### config.mk
export PLATFORM = sky130hd
export DESIGN_NAME = ccr_chan_cfg
export DESIGN_NICKNAME = d
export VERILOG_FILES = /design/src/core/ccr_pkg.sv /design/src/core/ccr_reg8.sv /design/src/core/ccr_chan_cfg.sv
export SDC_FILE = /design/constraint.sdc
export NUM_CORES = 1
export LEC_CHECK = 0
export CORE_ASPECT_RATIO = 1.4
export CORE_MARGIN = 2
export CORE_UTILIZATION = 35
export CTS_CLUSTER_SIZE = 25
export DETAILED_ROUTE_END_ITERATION = 12
export DONT_BUFFER_PORTS = 1
export PLACE_DENSITY = 0.5
export SLEW_MARGIN = 40
export SYNTH_ARGS = -nofsm -noshare
export SYNTH_HDL_FRONTEND = slang
export SYNTH_HIERARCHICAL = 1
export SYNTH_SLANG_ARGS = --single-unit
export TNS_END_PERCENT = 100
### constraint.sdc
create_clock -name core_clk_i -period 1.5 [get_ports core_clk_i]
set_input_delay 0.225 -clock core_clk_i [delete_from_list [all_inputs] [get_ports core_clk_i]]
set_output_delay 0.225 -clock core_clk_i [all_outputs]
set_load 0.03 [all_outputs]
### src/core/ccr_pkg.sv
// Package of offsets, field layouts and reset values for the channel config bank.
package ccr_pkg;
  // Register offsets on the control port.
  localparam logic [7:0] CCR_OFS_INPUT_SETUP = 8'h3C;
  localparam logic [7:0] CCR_OFS_GAIN = 8'h3D;
  localparam logic [7:0] CCR_OFS_VOLUME = 8'h3E;
  localparam logic [7:0] CCR_OFS_GAIN_TRIM = 8'h3F;
  localparam logic [7:0] CCR_OFS_PHASE_TRIM = 8'h40;
  localparam int CCR_NUM_REGS = 5;

  // Reset values.
  localparam logic [7:0] CCR_RST_INPUT_SETUP = 8'h00;
  localparam logic [7:0] CCR_RST_GAIN = 8'h00;
  localparam logic [7:0] CCR_RST_VOLUME = 8'hC9;
  localparam logic [7:0] CCR_RST_GAIN_TRIM = 8'h80;
  localparam logic [7:0] CCR_RST_PHASE_TRIM = 8'h00;

  // Writable bits per register; others are reserved and read zero.
  localparam logic [7:0] CCR_WMASK_INPUT_SETUP = 8'hFD;
  localparam logic [7:0] CCR_WMASK_GAIN_TRIM = 8'hF0;
  localparam logic [7:0] CCR_WMASK_FULL = 8'hFF;

  // Field positions.
  localparam int CCR_POS_KIND = 7;
  localparam int CCR_POS_SRC = 5;
  localparam int CCR_POS_COUPLING = 4;
  localparam int CCR_POS_IMP = 2;
  localparam int CCR_POS_RGC_EN = 0;
  localparam int CCR_POS_GAIN = 1;
  localparam int CCR_POS_NEG = 0;
  localparam int CCR_POS_TRIM = 4;

  // Gain code limit and field values.
  localparam logic [6:0] CCR_GAIN_MAX = 7'h54;
  localparam logic [3:0] CCR_TRIM_UNITY = 4'h8;

  // Input source codes.
  typedef enum logic [1:0] {
    CCR_SRC_ANA_DIFF = 2'h0,
    CCR_SRC_ANA_SE = 2'h1,
    CCR_SRC_DMIC = 2'h2,
    CCR_SRC_RSVD = 2'h3
  } ccr_src_e;

  // Input impedance codes.
  typedef enum logic [1:0] {
    CCR_IMP_2K5 = 2'h0,
    CCR_IMP_10K = 2'h1,
    CCR_IMP_20K = 2'h2,
    CCR_IMP_RSVD = 2'h3
  } ccr_imp_e;

  // Control port request.
  typedef struct packed {
    logic wr;
    logic rd;
    logic [7:0] addr;
    logic [7:0] wdata;
  } ccr_req_s;

  // Decoded settings handed to the channel datapath.
  typedef struct packed {
    logic line_input;
    ccr_src_e input_source_select;
    logic coupling_select;
    ccr_imp_e impedance_select;
    logic range_gain_ctrl_enable;
    logic [6:0] analog_gain_code;
    logic gain_negative_flag;
    logic [7:0] volume_code;
    logic [3:0] gain_trim_code;
    logic [7:0] phase_trim_code;
    logic analog_path;
    logic dmic_path;
    logic volume_muted;
  } ccr_cfg_s;
endpackage : ccr_pkg

### src/core/ccr_reg8.sv
// One 8-bit configuration register with write mask and reset value.
`timescale 1ns/1ps
`default_nettype none
module ccr_reg8 #(
  parameter logic [7:0] RST_VAL = 8'h00,
  parameter logic [7:0] WMASK = 8'hFF
) (
  // Clock and reset.
  input wire logic core_clk_i,
  input wire logic nrst_i,
  // Write port.
  input wire logic we_i,
  input wire logic [7:0] wdata_i,
  // Stored value.
  output logic [7:0] q_o
);
  typedef struct packed {
    logic [7:0] val;
  } ccr_reg_s;

  ccr_reg_s st_q;
  ccr_reg_s st_d;

  // Masked bits never store, so reserved bits always read zero.
  always_comb begin
    st_d = st_q;
    if (we_i) begin
      st_d.val = wdata_i & WMASK;
    end
  end

  // Reset restores the documented value.
  always_ff @(posedge core_clk_i or negedge nrst_i) begin
    if (!nrst_i) begin
      st_q <= '{val: RST_VAL & WMASK};
    end else begin
      st_q <= st_d;
    end
  end

  assign q_o = st_q.val;
endmodule : ccr_reg8
`default_nettype wire

### src/core/ccr_chan_cfg.sv
// Channel one configuration register bank with decoded settings outputs.
// Functional notes
// RULE_01 - Bit 7 of input setup picks microphone input at 0 and line at 1, reset 0.
// RULE_02 - Bits 6-5 pick differential, single-ended or digital mic; code 3 is reserved.
// RULE_03 - Software must set the general pins up as mic data and clock for the digital mic.
// RULE_04 - Bit 4 picks AC coupling at 0 and DC at 1, meaningful only for analog sources.
// RULE_05 - Bits 3-2 pick 2.5, 10 or 20 kilohm impedance; code 3 is reserved.
// RULE_06 - Reserved bits read zero and software writes only zero to them.
// RULE_07 - Bit 0 of input setup enables range enhancer, level control or compressor.
// RULE_08 - Gain bits 7-1 give 0 to 42 dB in half-dB steps, reset zero.
// RULE_09 - Software must never program gain codes 85 to 127.
// RULE_10 - Gain bit 0 makes the gain negative down to -11 dB, only at 10 or 20 kilohm.
// RULE_11 - Volume code 0 mutes, 1 is -100 dB, 201 is 0 dB, 255 is 27 dB.
// RULE_12 - Volume resets to 0xC9, unity.
// RULE_13 - Trim bits 7-4 give -0.8 dB at 0 through 0 dB at 8 to 0.7 dB at 15.
// RULE_14 - Trim resets to code 8, no trim.
// RULE_15 - Phase trim delays the channel by 0 to 255 modulator clock cycles.
// RULE_16 - Fields reset to documented values, hold writes, and read back as stored.
`timescale 1ns/1ps
`default_nettype none
module ccr_chan_cfg (
  // Clock and reset.
  input wire logic core_clk_i,
  input wire logic nrst_i,
  // Control port from the serial control decoder.
  input wire ccr_pkg::ccr_req_s req_i,
  output logic [7:0] rdata_o,
  output logic rvalid_o,
  output logic hit_o,
  // Settings to the channel datapath.
  output ccr_pkg::ccr_cfg_s cfg_o
);
  typedef struct packed {
    logic [7:0] rdata;
    logic rvalid;
    logic hit;
    ccr_pkg::ccr_cfg_s cfg;
  } ccr_top_s;

  localparam int NR = ccr_pkg::CCR_NUM_REGS;
  localparam logic [7:0] OFS [NR] = '{
    ccr_pkg::CCR_OFS_INPUT_SETUP, ccr_pkg::CCR_OFS_GAIN,
    ccr_pkg::CCR_OFS_VOLUME, ccr_pkg::CCR_OFS_GAIN_TRIM,
    ccr_pkg::CCR_OFS_PHASE_TRIM};
  localparam logic [7:0] RST [NR] = '{
    ccr_pkg::CCR_RST_INPUT_SETUP, ccr_pkg::CCR_RST_GAIN,
    ccr_pkg::CCR_RST_VOLUME, ccr_pkg::CCR_RST_GAIN_TRIM,
    ccr_pkg::CCR_RST_PHASE_TRIM};
  localparam logic [7:0] MSK [NR] = '{
    ccr_pkg::CCR_WMASK_INPUT_SETUP, ccr_pkg::CCR_WMASK_FULL,
    ccr_pkg::CCR_WMASK_FULL, ccr_pkg::CCR_WMASK_GAIN_TRIM,
    ccr_pkg::CCR_WMASK_FULL};

  logic [7:0] regs [NR];
  logic [NR-1:0] sel;
  ccr_top_s st_q;
  ccr_top_s st_d;

  // One storage register per mapped offset.
  for (genvar i = 0; i < NR; i++) begin : g_reg
    assign sel[i] = (req_i.addr == OFS[i]);
    ccr_reg8 #(
      .RST_VAL(RST[i]),
      .WMASK(MSK[i])
    ) u_reg (
      .core_clk_i(core_clk_i),
      .nrst_i(nrst_i),
      .we_i(req_i.wr && sel[i]), // RULE_16
      .wdata_i(req_i.wdata),
      .q_o(regs[i])
    );
  end

  // Read mux and decode of the stored fields into datapath settings.
  // Reserved source and impedance codes are stored as written; the datapath
  // treats them as undefined, which keeps read-back faithful to software.
  always_comb begin
    logic [7:0] s0;
    logic [7:0] g;
    s0 = regs[0];
    g = regs[1];
    st_d = st_q;
    st_d.rvalid = req_i.rd;
    st_d.hit = |sel;
    if (req_i.rd) begin
      st_d.rdata = 8'h00; // Unmapped reads return zero.
      for (int k = 0; k < NR; k++) begin
        if (sel[k]) begin
          st_d.rdata = regs[k]; // RULE_16 RULE_06
        end
      end
    end
    st_d.cfg.line_input = s0[ccr_pkg::CCR_POS_KIND]; // RULE_01
    st_d.cfg.input_source_select =
      ccr_pkg::ccr_src_e'(s0[ccr_pkg::CCR_POS_SRC +: 2]); // RULE_02
    st_d.cfg.analog_path = (s0[ccr_pkg::CCR_POS_SRC +: 2] ==
      ccr_pkg::CCR_SRC_ANA_DIFF) || (s0[ccr_pkg::CCR_POS_SRC +: 2] ==
      ccr_pkg::CCR_SRC_ANA_SE);
    st_d.cfg.dmic_path =
      (s0[ccr_pkg::CCR_POS_SRC +: 2] == ccr_pkg::CCR_SRC_DMIC);
    // Coupling and impedance only steer the analog front end.
    st_d.cfg.coupling_select = s0[ccr_pkg::CCR_POS_COUPLING] &&
      st_d.cfg.analog_path; // RULE_04
    st_d.cfg.impedance_select = st_d.cfg.analog_path ?
      ccr_pkg::ccr_imp_e'(s0[ccr_pkg::CCR_POS_IMP +: 2]) :
      ccr_pkg::CCR_IMP_2K5; // RULE_05
    st_d.cfg.range_gain_ctrl_enable = s0[ccr_pkg::CCR_POS_RGC_EN]; // RULE_07
    st_d.cfg.analog_gain_code = g[ccr_pkg::CCR_POS_GAIN +: 7]; // RULE_08
    // Negative gain is only honoured at the higher impedances. The decoded
    // impedance is used, so a digital mic source never turns the gain negative.
    st_d.cfg.gain_negative_flag = g[ccr_pkg::CCR_POS_NEG] &&
      (st_d.cfg.impedance_select == ccr_pkg::CCR_IMP_10K ||
       st_d.cfg.impedance_select == ccr_pkg::CCR_IMP_20K); // RULE_10
    st_d.cfg.volume_code = regs[2]; // RULE_11 RULE_12
    st_d.cfg.volume_muted = (regs[2] == 8'h00); // RULE_11
    st_d.cfg.gain_trim_code = regs[3][ccr_pkg::CCR_POS_TRIM +: 4]; // RULE_13
    st_d.cfg.phase_trim_code = regs[4]; // RULE_15
  end

  // Output state register; settings track storage one cycle later.
  always_ff @(posedge core_clk_i or negedge nrst_i) begin
    if (!nrst_i) begin
      st_q <= '0;
      st_q.cfg.volume_code <= ccr_pkg::CCR_RST_VOLUME; // RULE_12
      st_q.cfg.gain_trim_code <= ccr_pkg::CCR_TRIM_UNITY; // RULE_14
      st_q.cfg.analog_path <= 1'b1;
    end else begin
      st_q <= st_d;
    end
  end

  assign rdata_o = st_q.rdata;
  assign rvalid_o = st_q.rvalid;
  assign hit_o = st_q.hit;
  assign cfg_o = st_q.cfg;

  // Assertions.
  // Reserved storage bits can never hold a one, whatever software writes.
  a_rsv_bits_zero: assert property ( // RULE_06
    @(posedge core_clk_i) disable iff (!nrst_i)
    (regs[0][1] == 1'b0) && (regs[3][3:0] == 4'h0))
    else $error("Reserved bits are not zero.");
  // A write followed at once by a read of the same place returns the write.
  a_write_readback: assert property ( // RULE_16
    @(posedge core_clk_i) disable iff (!nrst_i)
    req_i.wr && req_i.addr == ccr_pkg::CCR_OFS_VOLUME ##1
    req_i.rd && !req_i.wr && req_i.addr == ccr_pkg::CCR_OFS_VOLUME
    |=> rdata_o == $past(req_i.wdata, 2))
    else $error("Volume read-back differs from write.");
  // The volume setting trails its storage by exactly one cycle.
  a_vol_follows: assert property ( // RULE_11
    @(posedge core_clk_i) disable iff (!nrst_i)
    ##1 cfg_o.volume_code == $past(regs[2]))
    else $error("Volume output does not follow register.");
  // Mute is code zero and nothing else.
  a_mute_code: assert property ( // RULE_11
    @(posedge core_clk_i) disable iff (!nrst_i)
    cfg_o.volume_muted == (cfg_o.volume_code == 8'h00))
    else $error("Mute flag disagrees with volume code.");
  // Negative gain would overdrive the 2.5 kilohm input, so it is barred there.
  a_neg_gain_imp: assert property ( // RULE_10
    @(posedge core_clk_i) disable iff (!nrst_i)
    cfg_o.gain_negative_flag |-> cfg_o.impedance_select inside
    {ccr_pkg::CCR_IMP_10K, ccr_pkg::CCR_IMP_20K})
    else $error("Negative gain at low impedance.");
  // DC coupling never reaches the front end while a digital mic is chosen.
  a_dc_analog_only: assert property ( // RULE_04
    @(posedge core_clk_i) disable iff (!nrst_i)
    cfg_o.coupling_select |-> cfg_o.analog_path)
    else $error("DC coupling outside analog path.");
  // Each field reaches the datapath two edges after its write.
  a_gain_follows: assert property ( // RULE_08
    @(posedge core_clk_i) disable iff (!nrst_i)
    req_i.wr && req_i.addr == ccr_pkg::CCR_OFS_GAIN |-> ##2
    cfg_o.analog_gain_code == $past(req_i.wdata[7:1], 2))
    else $error("Gain code not applied after write.");
  a_trim_follows: assert property ( // RULE_13
    @(posedge core_clk_i) disable iff (!nrst_i)
    req_i.wr && req_i.addr == ccr_pkg::CCR_OFS_GAIN_TRIM |-> ##2
    cfg_o.gain_trim_code == $past(req_i.wdata[7:4], 2))
    else $error("Trim code not applied after write.");
  a_kind_follows: assert property ( // RULE_01
    @(posedge core_clk_i) disable iff (!nrst_i)
    req_i.wr && req_i.addr == ccr_pkg::CCR_OFS_INPUT_SETUP |-> ##2
    cfg_o.line_input == $past(req_i.wdata[7], 2) &&
    cfg_o.range_gain_ctrl_enable == $past(req_i.wdata[0], 2))
    else $error("Input kind not applied after write.");
  a_phase_follows: assert property ( // RULE_15
    @(posedge core_clk_i) disable iff (!nrst_i)
    req_i.wr && req_i.addr == ccr_pkg::CCR_OFS_PHASE_TRIM |-> ##2
    cfg_o.phase_trim_code == $past(req_i.wdata, 2))
    else $error("Phase trim not applied after write.");
  a_src_follows: assert property ( // RULE_02
    @(posedge core_clk_i) disable iff (!nrst_i)
    req_i.wr && req_i.addr == ccr_pkg::CCR_OFS_INPUT_SETUP |-> ##2
    cfg_o.input_source_select == $past(req_i.wdata[6:5], 2))
    else $error("Input source not applied after write.");
  // The path flags agree with the source code; the reserved code sets neither.
  a_path_decode: assert property ( // RULE_02
    @(posedge core_clk_i) disable iff (!nrst_i)
    cfg_o.analog_path == (cfg_o.input_source_select inside
    {ccr_pkg::CCR_SRC_ANA_DIFF, ccr_pkg::CCR_SRC_ANA_SE}) &&
    cfg_o.dmic_path == (cfg_o.input_source_select == ccr_pkg::CCR_SRC_DMIC))
    else $error("Path flags disagree with source.");
  // Impedance only steers the analog front end and idles at its lowest code.
  a_imp_forced: assert property ( // RULE_05
    @(posedge core_clk_i) disable iff (!nrst_i)
    !cfg_o.analog_path |-> cfg_o.impedance_select == ccr_pkg::CCR_IMP_2K5)
    else $error("Impedance set outside analog path.");
  // Every read is answered by one valid pulse, one cycle later.
  a_read_pulse: assert property ( // RULE_16
    @(posedge core_clk_i) disable iff (!nrst_i)
    ##1 rvalid_o == $past(req_i.rd))
    else $error("Read answer pulse misplaced.");
  // Unmapped reads answer zero without a hit, so software sees no alias.
  a_unmapped_read: assert property ( // RULE_16
    @(posedge core_clk_i) disable iff (!nrst_i)
    req_i.rd && !(|sel) |=> rdata_o == 8'h00 && !hit_o)
    else $error("Unmapped read returned data.");
  // The first edge after reset still shows the documented settings.
  a_reset_values: assert property ( // RULE_14
    @(posedge core_clk_i) disable iff (!nrst_i)
    $rose(nrst_i) |-> cfg_o.volume_code == ccr_pkg::CCR_RST_VOLUME &&
    cfg_o.gain_trim_code == ccr_pkg::CCR_TRIM_UNITY &&
    cfg_o.analog_path && !rvalid_o)
    else $error("Settings wrong after reset.");
endmodule : ccr_chan_cfg
`default_nettype wire

==> flow_results.org, run 1 <==
** Status
- The flow ran to the end, but the final reports show violations.
- The final reports fail on negative hold slack.

** Clock tree
- The number of clock buffers added by TritonCTS is 9.
- No sink is reached through more buffers than the 2 on the longest clock path.
- Setup Buffers After CTS :: 0
- CTS resizes :: 0
- The clock tree synthesis step divided the H-tree into 3 levels.
- Source-to-sink clock delay at the later pin of the worst-skew pair :: 330 ps
- Clock-pin slew of the registers on the worst-case setup and hold paths :: 60 ps
- Clock tree from TritonCTS :: done
- In this run the clock root is driven by a sky130_fd_sc_hd__clkbuf_16.
- Number of hold-repair buffers added at the cts stage :: 1
- Sinks on the clock net :: 83

** Routing
- Dividing the detail-routed via count by the number of cells gives 5.08.
- The first TritonRoute pass finished after 4 iterations.
- Overall routed net length :: 6990 um
- Number of design rule violations left after detail routing :: 0
- Routed via count :: 1748
- Detailed-route wire length per cell :: 20.3 um
- Routed Antenna Nets :: 0
- In this run, the number of DRC markers left after iteration 0 of detailed routing was 85.

** Final layout
- After filler insertion, the fill cell instance count of the layout stands at 826.
- Leaving out fill and tap cells, the most frequent cell in the layout is sky130_fd_sc_hd__dfrtp_1.
- Sequential standard cell area :: 2090 sq um
- Synth-to-layout area growth :: 16.1%
- In the final layout, the multi-input gates occupy 1120 sq um.
- Count of antenna diodes in the layout :: 0
- The library cells used most frequently in the layout, excluding fill and tap cells, are sky130_fd_sc_hd__dfrtp_1 (72), sky130_fd_sc_hd__mux2_4 (31), sky130_fd_sc_hd__nor2_1 (20).
- Fraction of final layout cells sized beyond drive strength 1 :: 40.5%
- Final-stage net count :: 252

** Synth
- Leading cell types by total area after synthesis :: sky130_fd_sc_hd__dfrtp_1 (55%), sky130_fd_sc_hd__mux2_4 (14%), sky130_fd_sc_hd__dfstp_2 (8.8%)
- Number of instances in the synthesized netlist :: 212
- Synthesized area divided by synthesized cell count :: 15.6 sq um
- Most frequently used flop master after synthesis :: sky130_fd_sc_hd__dfrtp_1
- Sequential elements use 63.3% of the synthesized area.
- In this run, synthesis inferred 0 flip-flops with an integrated enable.
- The Yosys step of the flow raised 6 warnings.
- In this run, synthesis produced a sequential element count of 83.
- Post-Syn Area :: 3300 sq um
- Of all cell types, the one taking the most synthesized area is sky130_fd_sc_hd__dfrtp_1.
- After synthesis, the share of flip-flops with an asynchronous set or reset is 100%.
- Fraction of synthesized cell area taken by the top area cell type :: 54.5%
- Yosys mapped the design onto 31 distinct sky130hd cell types.

** Worst setup path
- R2r setup slk :: 280 ps
- Maximum fanout along the worst path :: 3
- Crit Reg-Reg Startpoint :: g_reg[1].u_reg/q_o[6]
- STA classifies the critical path endpoint as a register.
- The endpoint identified for the worst register-to-register timing path is rdata_o[6].
- The critical path is of the register to register type.
- Startpoint types :: register
- For the worst setup path, the data required time is 1680 ps.
- The critical path starts at g_reg[1].u_reg/q_o[6].
- For the worst setup path, the data arrival time is 1410 ps.
- Critical path capture point :: rdata_o[6]
- Measured in cells, the most critical reg-to-reg path has a length of 4.

** Die
- 68 I/O pins were placed.
- Initial core utilization :: 36.4%
- Measured along the x axis, the die boundary spans 86.1 um.
- Height of the die :: 119 um
- In this run the standard cell core region covers 9080 sq um.
- The floorplan has 41 rows.
- The die covers 10200 sq um.

** Power
- Relative contribution of combinational cells to total power :: 4.4%
- Largest voltage drop on the vdd net :: 0.565 mV
- In this run, flip-flops and latches consume 50.5% of the power.
- Cell internal power was estimated by the tool at 3950 uW.
- In this run the power spent charging and discharging nets is 1140 uW.
- The clock network burns 45.1% of the power.
- Net switching is 22.4% of the power.
- For this design the ratio of total power to cell area is 1330 nW/um^2.
- Summed over all cells, the static leakage comes to 0.00182 uW.
- Pwr Total :: 5080 uW

** Timing
- Setup violations remaining at the end of the flow were counted as 0.
- The routed design could run at a clock period as short as 1220 ps.
- The worst path uses 81.6% of the clock period.
- Once routing completed, OpenROAD measured the worst setup slack at 276 ps.
- Post-Route Hold Slack :: -411 ps
- Slew HR :: 62.3%
- The final count of hold timing violations is 83.
- The number of pins exceeding their max-slew limit in the final report is 0.
- Setup repair after global routing left no endpoint under its margin.
- Timing would allow up to 817 MHz.
- The clock arrives with 5.81 ps of skew.
- For the pin with the worst max-slew slack, the measured transition is 564 ps.

** Place
- Gp weighted congestion :: 0.732
- Dpl hpwl :: 4740 um
- PortBufs :: 0
- Setup WS pre-CTS :: 12.7 ps

** Global route
- The first global-routing pass estimated 11200 um of wire.
- Total global routing overflow :: 0
- Global routing used 15.0% of the available tracks across all layers.
- The number of global-route vias before repair is 1882.
- Maximum number of pins on one net before global-route repair :: 84
- The initial antenna violation count was 0.

** Job
- The tool flagged a number of max-cap violations equal to 0.

** Min path
- The min-delay analysis places its worst path in the category input port to asynchronous set/reset pin.
[cell families (layout without fill, tap and decap cells)]
logic type | Yosys count | count (layout) | synth area share [%]
buffers and inverters | 18 | 40 | 3.67
flip-flops | 83 | 83 | 63.3
multiplexers | 43 | 43 | 17.9
XOR/XNOR | 1 | 1 | 0.265
AND/OR/NAND/NOR | 39 | 39 | 6.89
AO/OA/AOI/OAI | 26 | 26 | 7.77
other | 2 | 5 | 0.227
[through the flow]
step	util, %	instance area (sq um)	hold slack [ps]	instances	TNS, ps
6_report	42.2	3830	-411	344	0
5_1_grt	42.2	3830	-437	344	0
4_1_cts	42.2	3830	-435	344	0
3_5_place_dp	38.7	3510	-68.0	327	0
3_3_place_gp	38.7	3510	-68.1	327	0
2_1_floorplan	-	3330	-70.6	215	-401
[sequential cells by signal, indices dropped and copies added (netlist names)]
name / count
cfg_o: 38
g.u_reg/q_o: 35
rdata_o: 8
hit_o: 1
rvalid_o: 1
[synth_stat cells (2+ instances only)]
| cell | count |
|---|---|
| sky130_fd_sc_hd__nand4_2 | 2 |
| sky130_fd_sc_hd__or4_1 | 2 |
| sky130_fd_sc_hd__nor2b_1 | 4 |
| sky130_fd_sc_hd__mux2_4 | 31 |
| sky130_fd_sc_hd__buf_6 | 4 |
| sky130_fd_sc_hd__dfrtp_1 | 72 |
| sky130_fd_sc_hd__nand2_1 | 2 |
| sky130_fd_sc_hd__and3_1 | 2 |
| sky130_fd_sc_hd__a221oi_1 | 8 |
| sky130_fd_sc_hd__clkbuf_1 | 2 |
| sky130_fd_sc_hd__buf_4 | 6 |
| sky130_fd_sc_hd__a211oi_2 | 8 |
| sky130_fd_sc_hd__mux2_2 | 4 |
| sky130_fd_sc_hd__dfstp_2 | 11 |
| sky130_fd_sc_hd__conb_1 | 2 |
| sky130_fd_sc_hd__o2bb2ai_1 | 8 |
| sky130_fd_sc_hd__inv_1 | 4 |
| sky130_fd_sc_hd__nor2_1 | 20 |
| sky130_fd_sc_hd__mux2i_1 | 8 |
[area by class of cell]
cell class	instances	share of cell area [%]
Clock inverter	5	2.02
Sequential cell	83	54.5
Tap cell	107	3.49
Clock buffer	11	6.07
Inverter	4	0.392
Timing Repair Buffer	20	4.31
Multi-Input combinational cell	114	29.2
[metal layers]
metal	vias to the layer above	global-route usage (%)	routed length [um]
li1	788	-	-
met1	902	19.5	3020
met2	52	22.7	3480
met3	6	5.06	387
met4	0	5.95	97
met5	-	0	0
[critical path: stages (launching register included)]
cell and delay [ps]:
sky130_fd_sc_hd__dfrtp_1 400, sky130_fd_sc_hd__mux2i_1 160, sky130_fd_sc_hd__o2bb2ai_1 110, sky130_fd_sc_hd__a221oi_1 350, sky130_fd_sc_hd__a211oi_2 60
[power groups by stage]
stage	sequential (uW)	clock [uW]	combinational, uW
finish	2570	2290	222
global route	2580	2470	242
CTS	2570	2380	226
detailed placement	2610	0	216
global placement	2610	0	214
floorplan	2600	0	177
[worst min-delay path by stage]
stage               startpoint        end  cells after the start
finish                  nrst_i      hit_o                      0
global route            nrst_i      hit_o                      0
CTS                     nrst_i      hit_o                      0
detailed placement      nrst_i  cfg_o[10]                      0
global placement        nrst_i  cfg_o[10]                      0
floorplan               nrst_i   cfg_o[0]                      0
(Power assumes the default switching activity.)
==> run 2, diff against run 1 <==
==> constraint.sdc (replaced) <==
create_clock -name core_clk_i -period 1.2 [get_ports core_clk_i]
set_input_delay 0.18 -clock core_clk_i [delete_from_list [all_inputs] [get_ports core_clk_i]]
set_output_delay 0.18 -clock core_clk_i [all_outputs]
set_load 0.03 [all_outputs]
==> run 2 against run 1 <==
  * The run still ends with negative hold slack left
  * Worst setup slack lost 220 ps
  * Final cell count up 7.8%
  * Clock-buffer cell count rose by 1
  * Hold slack lost 52 ps
  * Wire length up 2.1%
  * Utilization rose by 3.1 points
  * Flip-flop and latch count unchanged
  * Non-clock buffer count grew 28
  * Maximum frequency up 6.8%
  * Critical endpoint is now rdata_o[4]
==> flow_results.org, run 2 (synthesized netlist as in run 1, its figures left out) <==
** Worst setup path
- Crit Reg-Reg Startpoint :: g_reg[0].u_reg/q_o[4] (was g_reg[1].u_reg/q_o[6])
- The cell depth of the worst flop-to-flop path is 4 (unchanged).
- The reg-to-reg setup timing slack is 50 ps (was 280 ps).
- First element of the critical path :: g_reg[0].u_reg/q_o[4] (was g_reg[1].u_reg/q_o[6])
- The kind of critical path was register to register (unchanged).
- The required time of the critical path is 1390 ps (was 1680 ps).
- Startpoint types :: register (unchanged)
- Critical path capture point :: rdata_o[4] (was rdata_o[6])
- The critical path capture point type is a register (unchanged).
- Maximum fanout along the worst path :: 2 (was 3)
- Arrival @ worst endpoint :: 1340 ps (was 1410 ps)
- The endpoint of the worst-slack reg-to-reg timing path was rdata_o[4] (was rdata_o[6]).

** Clock tree
- The TritonCTS clock tree was done (unchanged).
- The number of buffers added to fix hold violations after cts was 9 (was 1).
- The count of H-tree levels built during CTS came to 3 (unchanged).
- Clock-pin slew of the registers on the worst-case setup and hold paths :: 60 ps (about the same)
- The clock insertion delay at the later pin of the skew report was 340 ps (was 330 ps).
- The master cell of the clock root buffer was sky130_fd_sc_hd__clkbuf_16 (unchanged).
- Sinks on the clock net :: 83 (unchanged)
- The clock buffer count from CTS came to 9 (unchanged).
- Max Root-Sink Buffers :: 2 (unchanged)

** Final layout
- Final-stage net count :: 280 (was 252)
- The final standard cell area without fillers is 4120 sq um (was 3830 sq um).
- The count of placed standard cells in the final layout, fillers left out came to 371 (was 344).
- Largest register FFs :: 38 (unchanged)
- Most frequent standard cell in the layout excluding fill and tap cells :: sky130_fd_sc_hd__dfrtp_1 (unchanged)
- Fill cell total of the finished layout :: 791 (was 826)
- The share of cells above drive strength 1 came to 47.0% (was 40.5%).
- Leading cell types in the layout, fill and taps excluded: sky130_fd_sc_hd__dfrtp_1 (71), sky130_fd_sc_hd__buf_4 (38), sky130_fd_sc_hd__mux2_4 (31) (was sky130_fd_sc_hd__dfrtp_1 (72), sky130_fd_sc_hd__mux2_4 (31), sky130_fd_sc_hd__nor2_1 (20)).
- Sequential standard cell area :: 2090 sq um (about the same)
- Synth-to-layout area growth :: 24.6% (was 16.1%)
- The area of combinational cells with multiple inputs was 1180 sq um (was 1120 sq um).
- Count of antenna diodes in the layout :: 0 (unchanged)

** Routing
- The total via count in the routed design is 1849 (was 1748).
- The number of nets with antenna violations after detailed routing came to 0 (unchanged).
- Via density :: 4.98 (was 5.08)
- Number of iterations in the first detailed-routing pass :: 4 (unchanged)
- Detailed-route wire length per cell :: 19.2 um (was 20.3 um)
- The DRC violation count after routing came to 0 (unchanged).
- Overall routed net length :: 7140 um (was 6990 um)
- Count of routing violations after the opening detailed-route iteration :: 112 (was 85)

** Place
- The worst-case setup slack after placement is -246 ps (was 12.7 ps).
- Gp weighted congestion :: 0.750 (was 0.732)
- Dpl hpwl :: 4880 um (was 4740 um)
- The total placed cells including tap cells was 346 (was 327).
- The instance area after placement was 3670 sq um (was 3510 sq um).
- PortBufs :: 0 (unchanged)

** Status
- Status: complete, but fails checks (unchanged).
- Violated checks :: negative hold slack (unchanged)

** Timing
- Final worst clock skew :: 6.30 ps (was 5.81 ps)
- Max-slew violations :: 0 (unchanged)
- The worst hold slack is -464 ps (was -411 ps).
- The setup total negative slack is 0 ps (unchanged).
- Actual slew at the worst max-slew pin :: 585 ps (was 564 ps)
- The final count of hold timing violations came to 83 (unchanged).
- The shortest period the worst path allows was 1150 ps (was 1220 ps).
- Setup repair after global routing missed its margin :: false (unchanged)
- Achievable clock frequency :: 872 MHz (was 817 MHz)
- The total of endpoints with negative setup slack in the final report is 0 (unchanged).
- Post-route worst setup slack :: 53.3 ps (was 276 ps)
- Slew HR :: 60.9% (was 62.3%)
- The final critical-path share of the clock period came to 95.6% (was 81.6%).

** Global route
- Global Route Usage Sum :: 15.1% (was 15.0%)
- The overall overflow remaining after global route was 0 (unchanged).
- Antenna violations before repair :: 0 (unchanged)
- Vias in the first global route :: 1971 (was 1882)
- Global-route wire length before repair :: 11400 um (was 11200 um)
- The pin count of the biggest net entering global routing was 84 (unchanged).

** Die
- Initial core utilization :: 36.4% (unchanged)
- The row count was 41 (unchanged).
- The number of primary I/O pins came to 68 (unchanged).
- Height of the die :: 119 um (unchanged)
- Floorplan die area :: 10200 sq um (unchanged)
- The die width was 86.1 um (unchanged).
- The area of the placeable core was 9080 sq um (unchanged).

** Job
- The max-capacitance violation count came to 0 (unchanged).

** Power
- Pwr Total :: 6450 uW (was 5080 uW)
- The leakage power is 0.00199 uW (was 0.00182 uW).
- Power per Cell Area :: 1570 nW/um^2 (was 1330 nW/um^2)
- Largest voltage drop on the vdd net :: 0.694 mV (was 0.565 mV)

** Min path
- The worst min-delay path category is input port to asynchronous set/reset pin (unchanged).
run 2: cell type report:
cell class                 count  share of cell area, %
clock buffer                  12                   5.74
inverter                       4                  0.365
clock inverter                 3                   1.58
tap                          107                   3.25
timing repair buffer          48                   9.60
multi-input combinational    114                   28.6
sequential                    83                   50.8
run 2: stage by stage:
step | hold slack, ps | utilization (%)
2_1_floorplan | -116 | -
3_3_place_gp | -113 | 40.4
3_5_place_dp | -113 | 40.4
4_1_cts | -477 | 44.8
5_1_grt | -477 | 45.3
6_report | -464 | 45.3
run 2: layer usage:
layer / up-vias / routed length (um) / GRT usage, %
met2: 49 / 3540 / 22.6
li1: 850 / - / -
met1: 939 / 3110 / 20.1
met4: 0 / 154 / 7.14
met3: 11 / 330 / 4.16
met5: - / 0 / 0
run 2: worst min-delay path by stage:
stage / start / slack, ps / end / cells after the start
3_5_place_dp: nrst_i / -110 / cfg_o[10] / 0
6_report: nrst_i / -460 / cfg_o[10] / 0
3_3_place_gp: nrst_i / -110 / cfg_o[10] / 0
2_1_floorplan: nrst_i / -120 / cfg_o[0] / 0
5_1_grt: nrst_i / -480 / cfg_o[10] / 0
4_1_cts: nrst_i / -480 / hit_o / 0
run 2: where the power goes:
group,internal (uW),leakage [uW],switching [uW]
sequential,2960,0.00109,226
combinational,221,0.000749,189
clock,1810,0.000147,1040
total,4990,0.00199,1460
run 2: repair_timing:
item / CTS / global route
gates resized for setup: 0 / 8
setup endpoints to repair: 0 / 8
hold endpoints to repair: 127 / 83
buffers inserted: 0 / 1
run 2: worst max-delay path, cell delays in order, from the launching register on:
cell                        delay (ps)
sky130_fd_sc_hd__dfrtp_1           380
sky130_fd_sc_hd__mux2i_1           120
sky130_fd_sc_hd__o2bb2ai_1         100
sky130_fd_sc_hd__a221oi_1          350
sky130_fd_sc_hd__a211oi_2           50
